===== src/inc/uems_pkg.sv =====
package uems_pkg;

  // ==========================================================================
  // Register map (byte addresses, aligned words)
  localparam logic [11:0] UEMS_OFF_STATUS   = 12'h104;
  localparam logic [11:0] UEMS_OFF_MASK     = 12'h108;
  localparam logic [11:0] UEMS_OFF_SEVERITY = 12'h10c;
  localparam logic [11:0] UEMS_OFF_IRQ_MASK = 12'h130;

  // ==========================================================================
  // Field positions of the implemented error types
  localparam int UEMS_BIT_TRAIN = 0;
  localparam int UEMS_BIT_DLP   = 4;
  localparam int UEMS_BIT_PSN   = 12;
  localparam int UEMS_BIT_FCP   = 13;
  localparam int UEMS_BIT_CTO   = 14;
  localparam int UEMS_BIT_CA    = 15;
  localparam int UEMS_BIT_UC    = 16;
  localparam int UEMS_BIT_RO    = 17;
  localparam int UEMS_BIT_MTLP  = 18;
  localparam int UEMS_BIT_ECRC  = 19;
  localparam int UEMS_BIT_UR    = 20;
  localparam int UEMS_BIT_ACS   = 21;

  // Writable/implemented bits: 0, 4, 12..21
  localparam logic [31:0] UEMS_IMPL_BITS  = 32'h003f_f011;

  // ==========================================================================
  // Reset values
  localparam logic [31:0] UEMS_MASK_RST   = 32'h0000_0000;
  localparam logic [31:0] UEMS_SEV_RST    = 32'h0006_2011;
  localparam logic [31:0] UEMS_STAT_RST   = 32'h0000_0000;
  localparam logic [31:0] UEMS_IMASK_RST  = 32'h0000_0000;

  // ==========================================================================
  // APB request carrier
  typedef struct packed {
    logic        sel;
    logic        enable;
    logic        write;
    logic [11:0] addr;
    logic [31:0] wdata;
    logic [3:0]  strb;
  } uems_apb_req_t;

  // Error report carrier toward the message and header log logic
  typedef struct packed {
    logic        valid;
    logic        fatal;
    logic [31:0] types;
  } uems_report_t;

  // Write-strobe expansion, used by every writable register
  function automatic logic [31:0] uems_strb_mask(input logic [3:0] strb);
    uems_strb_mask = {{8{strb[3]}}, {8{strb[2]}}, {8{strb[1]}}, {8{strb[0]}}};
  endfunction : uems_strb_mask

endpackage : uems_pkg


===== src/hdl/uems_apb_slave.sv =====
`timescale 1ns/1ps
module uems_apb_slave (
  input  wire logic                   clk,      // Core clock
  input  wire logic                   rst,      // Async reset, high
  input  wire uems_pkg::uems_apb_req_t req,     // APB request
  input  wire logic [31:0]            rd_data,  // Read mux value
  input  wire logic                   rd_hit,   // Address is mapped
  output logic                        wr_fire,  // Write commits now
  output logic                        rd_fire,  // Read commits now
  output logic                        pready,   // Registered ready
  output logic [31:0]                 prdata,   // Registered read data
  output logic                        pslverr   // Registered error
);
  import uems_pkg::*;

  logic        pready_d;
  logic        pready_q;
  logic [31:0] prdata_d;
  logic [31:0] prdata_q;
  logic        pslverr_d;
  logic        pslverr_q;

  // ==========================================================================
  // Access phase
  // One wait state: ready is registered so pready, prdata and pslverr stay flop driven
  always_comb begin
    pready_d  = 1'b0;
    prdata_d  = prdata_q;
    pslverr_d = 1'b0;
    if (req.sel && req.enable && !pready_q) begin
      pready_d  = 1'b1;
      pslverr_d = !rd_hit;
      prdata_d  = (!req.write && rd_hit) ? rd_data : 32'h0000_0000;
    end
  end

  always_ff @(posedge clk or posedge rst) begin
    if (rst) begin
      pready_q  <= 1'b0;
      prdata_q  <= 32'h0000_0000;
      pslverr_q <= 1'b0;
    end else begin
      pready_q  <= pready_d;
      prdata_q  <= prdata_d;
      pslverr_q <= pslverr_d;
    end
  end

  // Commit on the same edge the master samples ready
  assign wr_fire = req.sel && req.enable && pready_q && req.write && rd_hit;
  assign rd_fire = req.sel && req.enable && pready_q && !req.write;
  assign pready  = pready_q;
  assign prdata  = prdata_q;
  assign pslverr = pslverr_q;

endmodule : uems_apb_slave


===== src/hdl/uems_event_sync.sv =====
`timescale 1ns/1ps
module uems_event_sync (
  input  wire logic        clk,     // Core clock
  input  wire logic        rst,     // Async reset, high
  input  wire logic [31:0] ev_in,   // Raw event pulses/levels
  output logic      [31:0] ev_rise  // One-cycle pulse per rising event
);
  import uems_pkg::*;

  logic [31:0] s1_q;
  logic [31:0] s2_q;
  logic [31:0] s3_q;

  // ==========================================================================
  // Two-flop synchroniser plus edge history
  // Edge detect reads the second and third stages, never the first
  always_ff @(posedge clk or posedge rst) begin
    if (rst) begin
      s1_q <= 32'h0000_0000;
      s2_q <= 32'h0000_0000;
      s3_q <= 32'h0000_0000;
    end else begin
      s1_q <= ev_in & UEMS_IMPL_BITS;
      s2_q <= s1_q;
      s3_q <= s2_q;
    end
  end

  assign ev_rise = s2_q & ~s3_q;

endmodule : uems_event_sync


===== src/hdl/uems_top.sv =====
// Register access over APB is this design's own decision.
`timescale 1ns/1ps
// Behaviour
// - Mask bit 0 set blocks header log and message for training errors; resets 0.
// - Mask bit 4 set blocks log and message for data link protocol errors; RW, resets 0.
// - Mask bit 12 set blocks log and message for poisoned TLPs.
// - Mask bit 13 set blocks log and message for flow control errors; resets 0.
// - Mask bit 14 set blocks log and message for completion timeouts; resets 0.
// - Mask bit 15 set blocks log and message for completer aborts; resets 0.
// - Mask bit 16 set blocks log and message for unexpected completions.
// - Mask bit 17 set blocks log and message for receiver overflows; resets 0.
// - Mask bit 18 set blocks log and message for malformed TLPs; resets 0.
// - Mask bit 19 set blocks log and message for ECRC errors; resets 0.
// - Mask bit 20 set blocks log and message for unsupported requests; resets 0.
// - Severity one means fatal, zero non-fatal; bits 0,4,13,17,18 reset to one.
// - Each error event sets a sticky status bit, cleared by writing one.
module uems_top (
  input  wire logic        REF_CLK,      // Core clock, 200 MHz
  input  wire logic        RST,          // Async reset, active high
  input  wire logic        PSEL,         // APB select
  input  wire logic        PENABLE,      // APB enable
  input  wire logic        PWRITE,       // APB direction
  input  wire logic [11:0] PADDR,        // APB byte address
  input  wire logic [31:0] PWDATA,       // APB write data
  input  wire logic [3:0]  PSTRB,        // APB byte strobes
  output logic             PREADY,       // APB ready
  output logic [31:0]      PRDATA,       // APB read data
  output logic             PSLVERR,      // APB error, unmapped address
  input  wire logic [31:0] ERR_EVENT,    // Error detector events, per bit
  output logic             LOG_STROBE,   // Capture header log, one cycle
  output logic [31:0]      LOG_TYPES,    // Types that are being logged
  output logic             MSG_FATAL,    // Send fatal message, one cycle
  output logic             MSG_NONFATAL, // Send non-fatal message, 1 cycle
  output logic [31:0]      MASK_OUT,     // Current mask register
  output logic [31:0]      SEV_OUT,      // Current severity register
  output logic             IRQ           // Level interrupt
);
  import uems_pkg::*;

  // ==========================================================================
  // Wiring
  uems_apb_req_t req;
  uems_report_t  rep_d;
  uems_report_t  rep_q;
  logic [31:0]   rd_data;
  logic          rd_hit;
  logic          wr_fire;
  logic          rd_fire;
  logic [31:0]   ev_rise;
  logic [31:0]   wmask;

  logic [31:0]   mask_d;
  logic [31:0]   mask_q;
  logic [31:0]   sev_d;
  logic [31:0]   sev_q;
  logic [31:0]   stat_d;
  logic [31:0]   stat_q;
  logic [31:0]   imask_d;
  logic [31:0]   imask_q;
  logic          irq_d;
  logic          irq_q;
  logic [31:0]   mask_o_q;
  logic [31:0]   sev_o_q;

  assign req = '{sel: PSEL, enable: PENABLE, write: PWRITE, addr: PADDR,
                 wdata: PWDATA, strb: PSTRB};

  // ==========================================================================
  // Bus slave
  uems_apb_slave u_apb (
    .clk     (REF_CLK),
    .rst     (RST),
    .req     (req),
    .rd_data (rd_data),
    .rd_hit  (rd_hit),
    .wr_fire (wr_fire),
    .rd_fire (),
    .pready  (PREADY),
    .prdata  (PRDATA),
    .pslverr (PSLVERR)
  );

  // ==========================================================================
  // Event input synchroniser
  // Detector logic may sit on another clock, so events are resynchronised
  uems_event_sync u_sync (
    .clk     (REF_CLK),
    .rst     (RST),
    .ev_in   (ERR_EVENT),
    .ev_rise (ev_rise)
  );

  // Read decode; only implemented bits can be nonzero
  always_comb begin
    rd_hit  = 1'b1;
    rd_data = 32'h0000_0000;
    case (req.addr)
      UEMS_OFF_STATUS:   rd_data = stat_q;
      UEMS_OFF_MASK:     rd_data = mask_q;
      UEMS_OFF_SEVERITY: rd_data = sev_q;
      UEMS_OFF_IRQ_MASK: rd_data = imask_q;
      default:           rd_hit  = 1'b0;
    endcase
  end

  // ==========================================================================
  // Byte-lane merge shared by every read-write register
  function automatic logic [31:0] merge_wr(input logic [31:0] cur,
                                           input logic [31:0] wd,
                                           input logic [31:0] wm);
    merge_wr = (cur & ~wm) | (wd & wm);
  endfunction : merge_wr

  // ==========================================================================
  // Register file next state
  // Reserved bits are never stored, so they read zero and ignore writes
  always_comb begin
    wmask   = uems_strb_mask(req.strb) & UEMS_IMPL_BITS;
    mask_d  = mask_q;
    sev_d   = sev_q;
    imask_d = imask_q;
    stat_d  = stat_q;
    if (wr_fire) begin
      case (req.addr)
        UEMS_OFF_MASK:
          mask_d = merge_wr(mask_q, req.wdata, wmask);
        UEMS_OFF_SEVERITY:
          sev_d = merge_wr(sev_q, req.wdata, wmask);
        UEMS_OFF_IRQ_MASK:
          imask_d = merge_wr(imask_q, req.wdata, wmask);
        UEMS_OFF_STATUS:
          stat_d = stat_q & ~(req.wdata & wmask);
        default:
          stat_d = stat_q;
      endcase
    end
    // Set wins over a simultaneous write-one-to-clear
    stat_d = stat_d | (ev_rise & UEMS_IMPL_BITS);
  end

  // ==========================================================================
  // Report generation
  // Masked types neither log nor message, but still set status
  always_comb begin
    rep_d.types = ev_rise & ~mask_q & UEMS_IMPL_BITS;
    // Mask gating covers bits 4,13..21 the same way
    // Per-type gating also holds
    // and for the remaining types
    rep_d.valid = |rep_d.types;
    rep_d.fatal = |(rep_d.types & sev_q);
    irq_d       = |(stat_d & imask_d);
  end

  // ==========================================================================
  // State registers
  always_ff @(posedge REF_CLK or posedge RST) begin
    if (RST) begin
      mask_q   <= UEMS_MASK_RST;
      sev_q    <= UEMS_SEV_RST;
      stat_q   <= UEMS_STAT_RST;
      imask_q  <= UEMS_IMASK_RST;
      rep_q    <= '0;
      irq_q    <= 1'b0;
      mask_o_q <= UEMS_MASK_RST;
      sev_o_q  <= UEMS_SEV_RST;
    end else begin
      mask_q   <= mask_d;
      sev_q    <= sev_d;
      stat_q   <= stat_d;
      imask_q  <= imask_d;
      rep_q    <= rep_d;
      irq_q    <= irq_d;
      mask_o_q <= mask_d;
      sev_o_q  <= sev_d;
    end
  end

  // ==========================================================================
  // Outputs from flops; the two message strobes are decoded from rep_q
  // A mixed group sends one fatal message if any unmasked type is fatal
  assign LOG_STROBE   = rep_q.valid;
  assign LOG_TYPES    = rep_q.types;
  assign MSG_FATAL    = rep_q.valid && rep_q.fatal;
  assign MSG_NONFATAL = rep_q.valid && !rep_q.fatal;
  assign MASK_OUT     = mask_o_q;
  assign SEV_OUT      = sev_o_q;
  assign IRQ          = irq_q;

endmodule : uems_top


===== config.mk =====
export PLATFORM = sky130hd
export DESIGN_NAME = uems_top
export DESIGN_NICKNAME = d
export VERILOG_FILES = /design/src/inc/uems_pkg.sv /design/src/hdl/uems_apb_slave.sv /design/src/hdl/uems_event_sync.sv /design/src/hdl/uems_top.sv
export SDC_FILE = /design/constraint.sdc
export NUM_CORES = 1
export LEC_CHECK = 0
export BUFFER_PORTS_ARGS = -buffer_cell sky130_fd_sc_hd__buf_4
export CORE_ASPECT_RATIO = 1.75
export CORE_MARGIN = 2
export CORE_UTILIZATION = 40
export CTS_BUF_LIST = sky130_fd_sc_hd__clkbuf_16
export DETAILED_ROUTE_END_ITERATION = 8
export GPL_TIMING_DRIVEN = 0
export PLACE_DENSITY = 0.69
export SETUP_SLACK_MARGIN = 0.02
export SYNTH_ARGS = -nofsm -noshare
export SYNTH_HDL_FRONTEND = slang
export SYNTH_SLANG_ARGS = --single-unit

===== constraint.sdc =====
create_clock -name REF_CLK -period 4.2 [get_ports REF_CLK]
set_input_delay 0.21 -clock REF_CLK [delete_from_list [all_inputs] [get_ports REF_CLK]]
set_output_delay 0.21 -clock REF_CLK [all_outputs]
set_load 0.02 [all_outputs]

==> results of run 1 <==
-- stage by stage --
stage	hold WS, ps	setup slack (ps)	instance area [µm²]	cells	util
4_1_cts	28.46	1306	7087	826	0.5700
3_5_place_dp	279.3	1015	6339	781	0.5099
3_3_place_gp	319.2	-80.74	6309	780	0.5074
2_1_floorplan	241.4	1011	5378	516	-
6_report	42.14	1321	7087	826	0.5700
5_1_grt	33.27	1238	7087	826	0.5700
-- kinds of logic after synthesis --
| kind of cell | share of synthesized area |
|---|---|
| flip-flops | 0.5577 |
| buffers and inverters | 0.1514 |
| AND/OR/NAND/NOR | 0.1143 |
| AO/OA/AOI/OAI | 0.1079 |
| multiplexers | 0.06796 |
| other | 0.0007380 |
-- power by group --
group | switching (µW) | internal [µW] | total [µW]
clock | 507 | 985 | 1490
combinational | 155 | 113 | 269
sequential | 9.02 | 1110 | 1120
-- layout make-up --
class                   count  area [µm²]
fillers                  1052        5345
flip-flops and latches    113        2834
multi-input cells         290        1774
repair buffers            110       878.3
plain buffers             100       720.7
clock buffers              17       425.4
well taps                 168       210.2
clock inverters            15       192.7
inverters                  13       51.30
-- layer usage --
layer	wire length, µm	track usage	part of all wire
met1	4756	0.2218	0.34
met2	7567	0.3795	0.54
met3	1082	0.05562	0.078
met4	484	0.1073	0.035
met5	0	0	0
-- critical path: stages (launching register included) --
cell       delay, ps
dfrtp_1          370
nand4_1          240
nor4_2           770
a32oi_1          310
a21boi_0         210
a2111oi_1        570
nand4_1          240
-- placed cells by master (no fill, tap or decap), drive strengths merged, types with 12 or more instances in the layout --
master and instances:
mux2 30, nand2 41, a21o 12, nor2 13
a222oi 12, inv 13, buf 189, dfrtp 108
a21oi 13, conb 80, dlygate4sd3 13, clkbuf 25
-- path summary, 6_finish.rpt --
kind | end | slack, ps | cells past startpoint
worst max-delay path | IRQ$_DFF_PP0_ | 1320 | 6
worst min-delay path | flop | 40 | 2
worst max register to register | IRQ$_DFF_PP0_ | 1320 | 6
worst min register to register | u_sync.s2_q[16]$_DFF_PP0_ | 350 | 0
max in group asynchronous | async pin | 3050 | 4
min in group asynchronous | u_sync.s2_q[16]$_DFF_PP0_ | 390 | 3
-- repair_timing --
action	in CTS	in global routing
hold buffers	13	0
endpoints found under the hold margin	48	0
setup buffers	0	0
==> results.cfg, run 1 <==
[outcome]
outcome = finished clean

[sta]
rsz0062_at_grt = no
fmax_mhz = 347.3
fin_crit_sh = 0.6856
drv_slew = 0
tightest_slew_ps = 845.5
max_slew_margin = 0.4316
setup_tns_ps = 0
setup_viol = 0
fin_skew_ps = 8.267
finalHoldViolations = 0
period_needed_ps = 2879

[detailed_routing]
dr.pass1.iters = 6
via_per_inst = 4.805
wl_per_cell_um = 16.82
drt_wl_total_mm = 13.89
drc_errors = 0
via_count = 3969
drt_iter0_markers = 333
antenna_left = 0

[worst_setup_path]
regToRegStartpoint = u_apb.pready$_DFF_PP0_
required_ps = 4440
cp-end-kind = flop
crit_start = u_apb.pready$_DFF_PP0_
critical_path_class = flop to flop
critPathLaunchType = flop
cp.arrival_ps = 3120
crit_fanout = 5

[synthesis]
synth-edff-count = 0
ys_types = 46
netlist.area_leader.share = 0.5319
synth_async_sr_flop_share = 1.000
synthesis.area_mm2 = 0.005081
synth_most_common_cell = dfrtp_1
synth_seq_area_share = 0.5577
syn_inst = 437
netlist_top_cells_area = dfrtp_1, buf_4, mux2_1
avgSynthCellArea_um2 = 11.63
ys_ff_latch = 113
synthTopCellsByCount = dfrtp_1, buf_4, nand2_1, mux2_1
ys_warn_count = 0
synth-main-ff-cell = dfrtp_1
synth_top_cell_by_area = dfrtp_1

[clocking]
cts_buffer_depth = 2
path_clk_slew_ps = 50
cts_tree = done
cts_resized = 0
cts_root_buf = clkbuf_16
clkLatencyLatePin_ps = 410
clock_sinks = 113
numCtsBuffers = 17
htree_num_levels = 4

[worst_hold_path]
hp-class = primary input to flop
hp-start = PWDATA[12]

[floorplanning]
fp.coreArea_mm2 = 0.01243
start_util = 0.4087
row_count = 54
die_width_um = 89.20
die_h_um = 153.1
dieArea_mm2 = 0.01366
ioPinCount = 219

[grt]
grt_pass1_wl_mm = 21.37
grt_pass1_vias = 3962
overflow = 0
grt_start_max_net_pins = 77
antenna_found_initial = 0
gr-usage-all-layers = 0.2133

[finish]
antennaDiodeCount = 0
syn_to_final_growth_pct = 39.47
layout-drive-gt1-share = 0.3617
nets = 730

[placement]
hpwl_mm = 10.50
place_congestion = 0.9121
port_buffers = 96

[run]
maxCapViolCount = 0

[power]
p_leak_uw = 0.003744
powerDensity_mw_per_mm2 = 407.0
ir_drop_v = 0.0003260
totalPowerFinal_uw = 2884
(Power assumes the default switching activity.)
==> inputs of run 2 (changes only) <==
--- a/config.mk
+++ b/config.mk
@@ -5,6 +5,7 @@
 export SDC_FILE = /design/constraint.sdc
 export NUM_CORES = 1
 export LEC_CHECK = 0
+export ABC_AREA = 1
 export BUFFER_PORTS_ARGS = -buffer_cell sky130_fd_sc_hd__buf_4
 export CORE_ASPECT_RATIO = 1.75
 export CORE_MARGIN = 2
@@ -12,7 +13,7 @@
 export CTS_BUF_LIST = sky130_fd_sc_hd__clkbuf_16
 export DETAILED_ROUTE_END_ITERATION = 8
 export GPL_TIMING_DRIVEN = 0
-export PLACE_DENSITY = 0.69
+export PLACE_DENSITY = 0.71
 export SETUP_SLACK_MARGIN = 0.02
 export SYNTH_ARGS = -nofsm -noshare
 export SYNTH_HDL_FRONTEND = slang
==> constraint.sdc (replaced) <==
create_clock -name REF_CLK -period 2.4 [get_ports REF_CLK]
set_input_delay 0.12 -clock REF_CLK [delete_from_list [all_inputs] [get_ports REF_CLK]]
set_output_delay 0.12 -clock REF_CLK [all_outputs]
set_load 0.02 [all_outputs]
==> results.cfg, run 2 <==
[worst_setup_path]
critical_path_class = flop to flop
r2r_end = IRQ$_DFF_PP0_
cp-end-kind = flop
cp_slowest_cell = dfrtp_1
ff2ff_path_depth = 10
crit_chain = nand2_1 -> nor2_8 -> buf_4 -> nand3_1 -> nand2_1 -> nand2_1 -> nand2_1 -> nand2_1 -> nor2_1 -> nand3_1
cp.arrival_ps = 1960
reg2reg_slack_ps = 730
critPathLaunchType = flop
crit_fanout = 10
crit_family = simple AND/OR/NAND/NOR gates
required_ps = 2680
cpPeakStageDelay_ps = 360
crit_buf_inv = 1
regToRegStartpoint = u_apb.pready$_DFF_PP0_
worst_path_most_repeated_cell = nand2_1

[worst_hold_path]
hp-class = primary input to flop
hp-start = PWDATA[12]
hold_depth = 3

[grt]
overflow = 0
grt_start_max_net_pins = 42
gr-usage-all-layers = 0.1876
grt_pass1_wl_mm = 20.85
grt_pass1_vias = 4214
antenna_found_initial = 0

[synthesis]
synth_top_cell_by_area = dfrtp_1
synth-edff-count = 0
ys_ff_latch = 113
synthXorXnorAreaFrac = 0
syn_inst = 563
yosys.area_share.simple = 0.1909
synth_seq_area_share = 0.5221
synth_top_family_by_area = simple AND/OR/NAND/NOR gates
synthMuxAreaShare = 0
netlist.area_leader.share = 0.4979
synthTopCellsByCount = nand2_1, dfrtp_1, buf_4, inv_1, nor2_1
ys_warn_count = 0
synthAdderAreaFrac = 0
ys_types = 27
synth_most_common_cell = nand2_1
synth_async_sr_flop_share = 1.000
synth_compound_area_frac = 0.1097
synthesis.area_mm2 = 0.005428
netlist_top_cells_area = dfrtp_1, buf_4, nand2_1
synth-main-ff-cell = dfrtp_1
avgSynthCellArea_um2 = 9.641

[power]
p_comb_frac = 0.098
p_leak_uw = 0.003997
p_seq_frac = 0.408
p_sw_frac = 0.2398
p_clk_frac = 0.494
p_switching_uw = 1155
powerDensity_mw_per_mm2 = 649.6
ir_drop_v = 0.0004442
p_int_uw = 3661

[clocking]
htree_num_levels = 4
clock_sinks = 113
numCtsBuffers = 17
path_clk_slew_ps = 50
clkLatencyLatePin_ps = 410
cts_tree = done
cts_root_buf = clkbuf_16
cts_setup_buffers = 0
cts_buffer_depth = 2

[floorplanning]
dieArea_mm2 = 0.01455
die_width_um = 92.06
start_util = 0.4077
fp.coreArea_mm2 = 0.01331
die_h_um = 158.1
row_count = 56
ioPinCount = 219

[sta]
rsz0062_at_grt = no
fin_ws_ps = 728.6
setup_viol = 0
drv_slew = 0
max_slew_margin = 0.4603
finalHoldViolations = 0
fmax_mhz = 598.3
period_needed_ps = 1671
setup_tns_ps = 0
tightest_slew_ps = 807.9
fin_skew_ps = 9.643
fin_crit_sh = 0.6964

[finish]
nFillCells = 1235
layout_commonest_cell = buf_4
layout_common_cells = buf_4, nand2_1, dfrtp_1
syn_to_final_growth_pct = 36.58
antennaDiodeCount = 0
layout-drive-gt1-share = 0.3740
nets = 858
seqCellArea_mm2 = 0.002834
multi_input_area_mm2 = 0.001932

[detailed_routing]
wl_per_cell_um = 13.74
via_per_inst = 4.409
dr.pass1.iters = 4
drt_wl_total_mm = 13.19
drt_iter0_markers = 261
antenna_left = 0
drc_errors = 0
via_count = 4233

[placement]
port_buffers = 97
hpwl_mm = 9.811
place_congestion = 0.8171
place_ws_ps = 611.6

[run]
maxCapViolCount = 0

[outcome]
outcome = finished clean
## run 2: cell types whose count changed after synthesis, sizes merged, moves of 13 or more
cell   previous run  this run
nand2            41       138
a21oi            13         0
o21ai            11        53
nor2             13        44
mux2             30         0
nand3            10        29
a22o              6        27
inv              13        47
## run 2: worst min-delay path, delay by kind of cell
| family | cells | cell delay [ps] |
|---|---|---|
| buffers and inverters | 2 | 130 |
| AO/OA/AOI/OAI | 1 | 130 |
## run 2: routing by layer
metal,global-route usage,share of wire
met2,0.3487,0.55
met5,0,0
met4,0.09311,0.027
met3,0.04902,0.082
met1,0.1923,0.34
## run 2: power by group through the flow
stage	Sequential (µW)	Clock, µW	Combinational [µW]
finish	1970	2380	472
global route	1970	2500	512
CTS	1970	2420	470
detailed placement	2000	0	452
global placement	2000	0	442
floorplan	2000	0	326
## run 2: logic make-up (layout without fill, tap and decap cells)
| family | Yosys count | after routing |
|---|---|---|
| other | 1 | 80 |
| AND/OR/NAND/NOR | 215 | 215 |
| AO/OA/AOI/OAI | 83 | 83 |
| flip-flops | 113 | 113 |
| buffers and inverters | 151 | 295 |
## run 2: worst max path at each step
stage | start | endpoint | slack, ps | cells after the start
floorplan | u_apb.pready$_DFF_PP0_ | IRQ$_DFF_PP0_ | 860 | 10
global placement | RST | u_sync.s2_q[0]$_DFF_PP0_ | 160 | 2
detailed placement | PADDR[7] | IRQ$_DFF_PP0_ | 610 | 14
CTS | u_apb.pready$_DFF_PP0_ | IRQ$_DFF_PP0_ | 690 | 10
global route | u_apb.pready$_DFF_PP0_ | IRQ$_DFF_PP0_ | 590 | 10
finish | u_apb.pready$_DFF_PP0_ | IRQ$_DFF_PP0_ | 730 | 10
## run 2: area by class of cell
| cell class | count | share of cell area |
|---|---|---|
| flip-flops and latches | 113 | 0.3823 |
| multi-input cells | 378 | 0.2606 |
| repair buffers | 112 | 0.1212 |
| plain buffers | 103 | 0.1043 |
| clock buffers | 17 | 0.05738 |
| well taps | 174 | 0.02937 |
| inverters | 48 | 0.02549 |
| clock inverters | 15 | 0.01941 |
## run 2: stage by stage
step / util / total power [µW] / hold WS, ps / instances / instance area [µm²]
after floorplan: - / 2323 / 151.4 / 642 / 5728
after global placement: 0.5013 / 2439 / 229.6 / 913 / 6674
after detailed placement: 0.5043 / 2451 / 230.6 / 915 / 6714
after CTS: 0.5569 / 4855 / 12.90 / 960 / 7413
after global routing: 0.5569 / 4984 / 28.65 / 960 / 7413
final: 0.5569 / 4815 / 16.44 / 960 / 7413
## run 2: repair_timing
item                                   in CTS  in global routing
endpoints found under the hold margin      45                  0
gates resized for setup                     0                  0
hold buffers                               13                  0
==> inputs of run 3 (changes only) <==
==> constraint.sdc (replaced) <==
create_clock -name REF_CLK -period 1.45 [get_ports REF_CLK]
set_input_delay 0.0725 -clock REF_CLK [delete_from_list [all_inputs] [get_ports REF_CLK]]
set_output_delay 0.0725 -clock REF_CLK [all_outputs]
set_load 0.02 [all_outputs]
==> results.cfg, run 3 (same netlist as run 2, synthesis figures left out) <==
[grt]
overflow = 0
antenna_found_initial = 0
grt_pass1_vias = 4236
gr-usage-all-layers = 0.1892
grt_pass1_wl_mm = 20.99
grt_start_max_net_pins = 44

[placement]
place_ws_ps = -302.8
place_congestion = 0.8356
dpl_cell_area_mm2 = 0.006714
dpl.cell_count = 915
hpwl_mm = 9.753
port_buffers = 97

[clocking]
path_clk_slew_ps = 50
clock_sinks = 113
htree_num_levels = 4
cts_root_buf = clkbuf_16
cts_tree = done
clkLatencyLatePin_ps = 420
numCtsBuffers = 17
cts_buffer_depth = 2

[outcome]
outcome = finished with violations
violations = hold timing, setup timing

[sta]
tightest_slew_ps = 787.1
fin_crit_sh = 1.040
period_needed_ps = 1508
fin_ws_ps = -58.27
fin_skew_ps = 7.631
rsz0062_at_grt = yes
finalHoldViolations = 4
drv_slew = 0
hold_ws_ps = -6.624
max_slew_margin = 0.4742
setup_tns_ps = -198.8
setup_viol = 11
fmax_mhz = 663.0

[floorplanning]
die_width_um = 92.06
row_count = 56
ioPinCount = 219
die_h_um = 158.1
dieArea_mm2 = 0.01455
start_util = 0.4077
fp.coreArea_mm2 = 0.01331

[run]
maxCapViolCount = 0

[detailed_routing]
via_per_inst = 4.419
drc_errors = 0
via_count = 4304
dr.pass1.iters = 4
drt_iter0_markers = 210
antenna_left = 0
wl_per_cell_um = 13.78
drt_wl_total_mm = 13.43

[power]
powerDensity_mw_per_mm2 = 1107
ir_drop_v = 0.001025
p_leak_uw = 0.004134

[finish]
layout_common_cells = buf_4, nand2_1, dfrtp_1
nets = 872
fin_area_mm2 = 0.007671
layout-drive-gt1-share = 0.3850
instances_no_fill = 974
antennaDiodeCount = 0
syn_to_final_growth_pct = 41.33
layout_commonest_cell = buf_4

[worst_hold_path]
hold_depth = 3
hp-class = primary input to flop

[worst_setup_path]
cpPeakStageDelay_ps = 380
crit_chain = buf_4 -> nor2_1 -> inv_2 -> nor3b_4 -> buf_6 -> o21ai_0 -> nand2_1
crit_fanout = 10
cp_slowest_cell = dfrtp_1
critical_path_class = flop to flop
required_ps = 1800
cp-end-kind = flop
ff2ff_path_depth = 7
cp.arrival_ps = 1860
critPathLaunchType = flop
run 3: path summary, 6_finish.rpt:
check	startpoint	endpoint	slack (ps)
setup / recovery	u_apb.pready$_DFF_PP0_	u_apb.prdata[18]$_DFFE_PP0P_	-60
hold / removal	PWDATA[19]	flop	-7
setup reg to reg	u_apb.pready$_DFF_PP0_	u_apb.prdata[18]$_DFFE_PP0P_	-60
hold reg to reg	u_sync.s1_q[20]$_DFF_PP0_	u_sync.s2_q[20]$_DFF_PP0_	340
max in group asynchronous	RST	async pin	370
min in group asynchronous	RST	u_sync.s1_q[18]$_DFF_PP0_	360
run 3: timing repair:
item / CTS / global route
setup buffers: 5 / 1
hold buffers: 21 / 0
hold endpoints to repair: 54 / 0
endpoints found under the setup margin: 28 / 38
gates resized for setup: 13 / 11
pin swaps: 5 / 2
run 3: worst max-delay path, delay by kind of cell, from the launching register on:
kind,cells,cell delay [ps]
AO/OA/AOI/OAI,1,130
AND/OR/NAND/NOR,3,470
flip-flops,1,380
buffers and inverters,3,450
run 3: report_power, final:
part	leakage (µW)	switching, µW	internal [µW]	total (µW)
sequential	0.00139	24.5	3230	3250
combinational	0.00243	464	346	811
clock	0.000314	1420	3000	4420
run 3: layout make-up:
class	count	area, µm²
clock inverter	15	201.4
clock buffer	17	425.4
sequential	113	2834
tap	174	217.7
buffer	103	788.3
fill	1175	5642
multi-input combinational	378	1992
timing repair buffer	126	1023
inverter	48	188.9
run 3: metal layers:
metal	wire (µm)	track usage	part of all wire	vias up
met3	1008	0.04426	0.075	48
met5	0	0	0	-
met4	558	0.1180	0.042	0
met2	7138	0.3424	0.53	206
met1	4720	0.1953	0.35	1956
li1	-	-	-	2094
run 3: metrics by stage:
step                utilization  power (µW)
floorplan                     -        3845
global placement         0.5013        4036
detailed placement       0.5043        4054
CTS                      0.5735        8523
global route             0.5762        8743
finish                   0.5762        8488
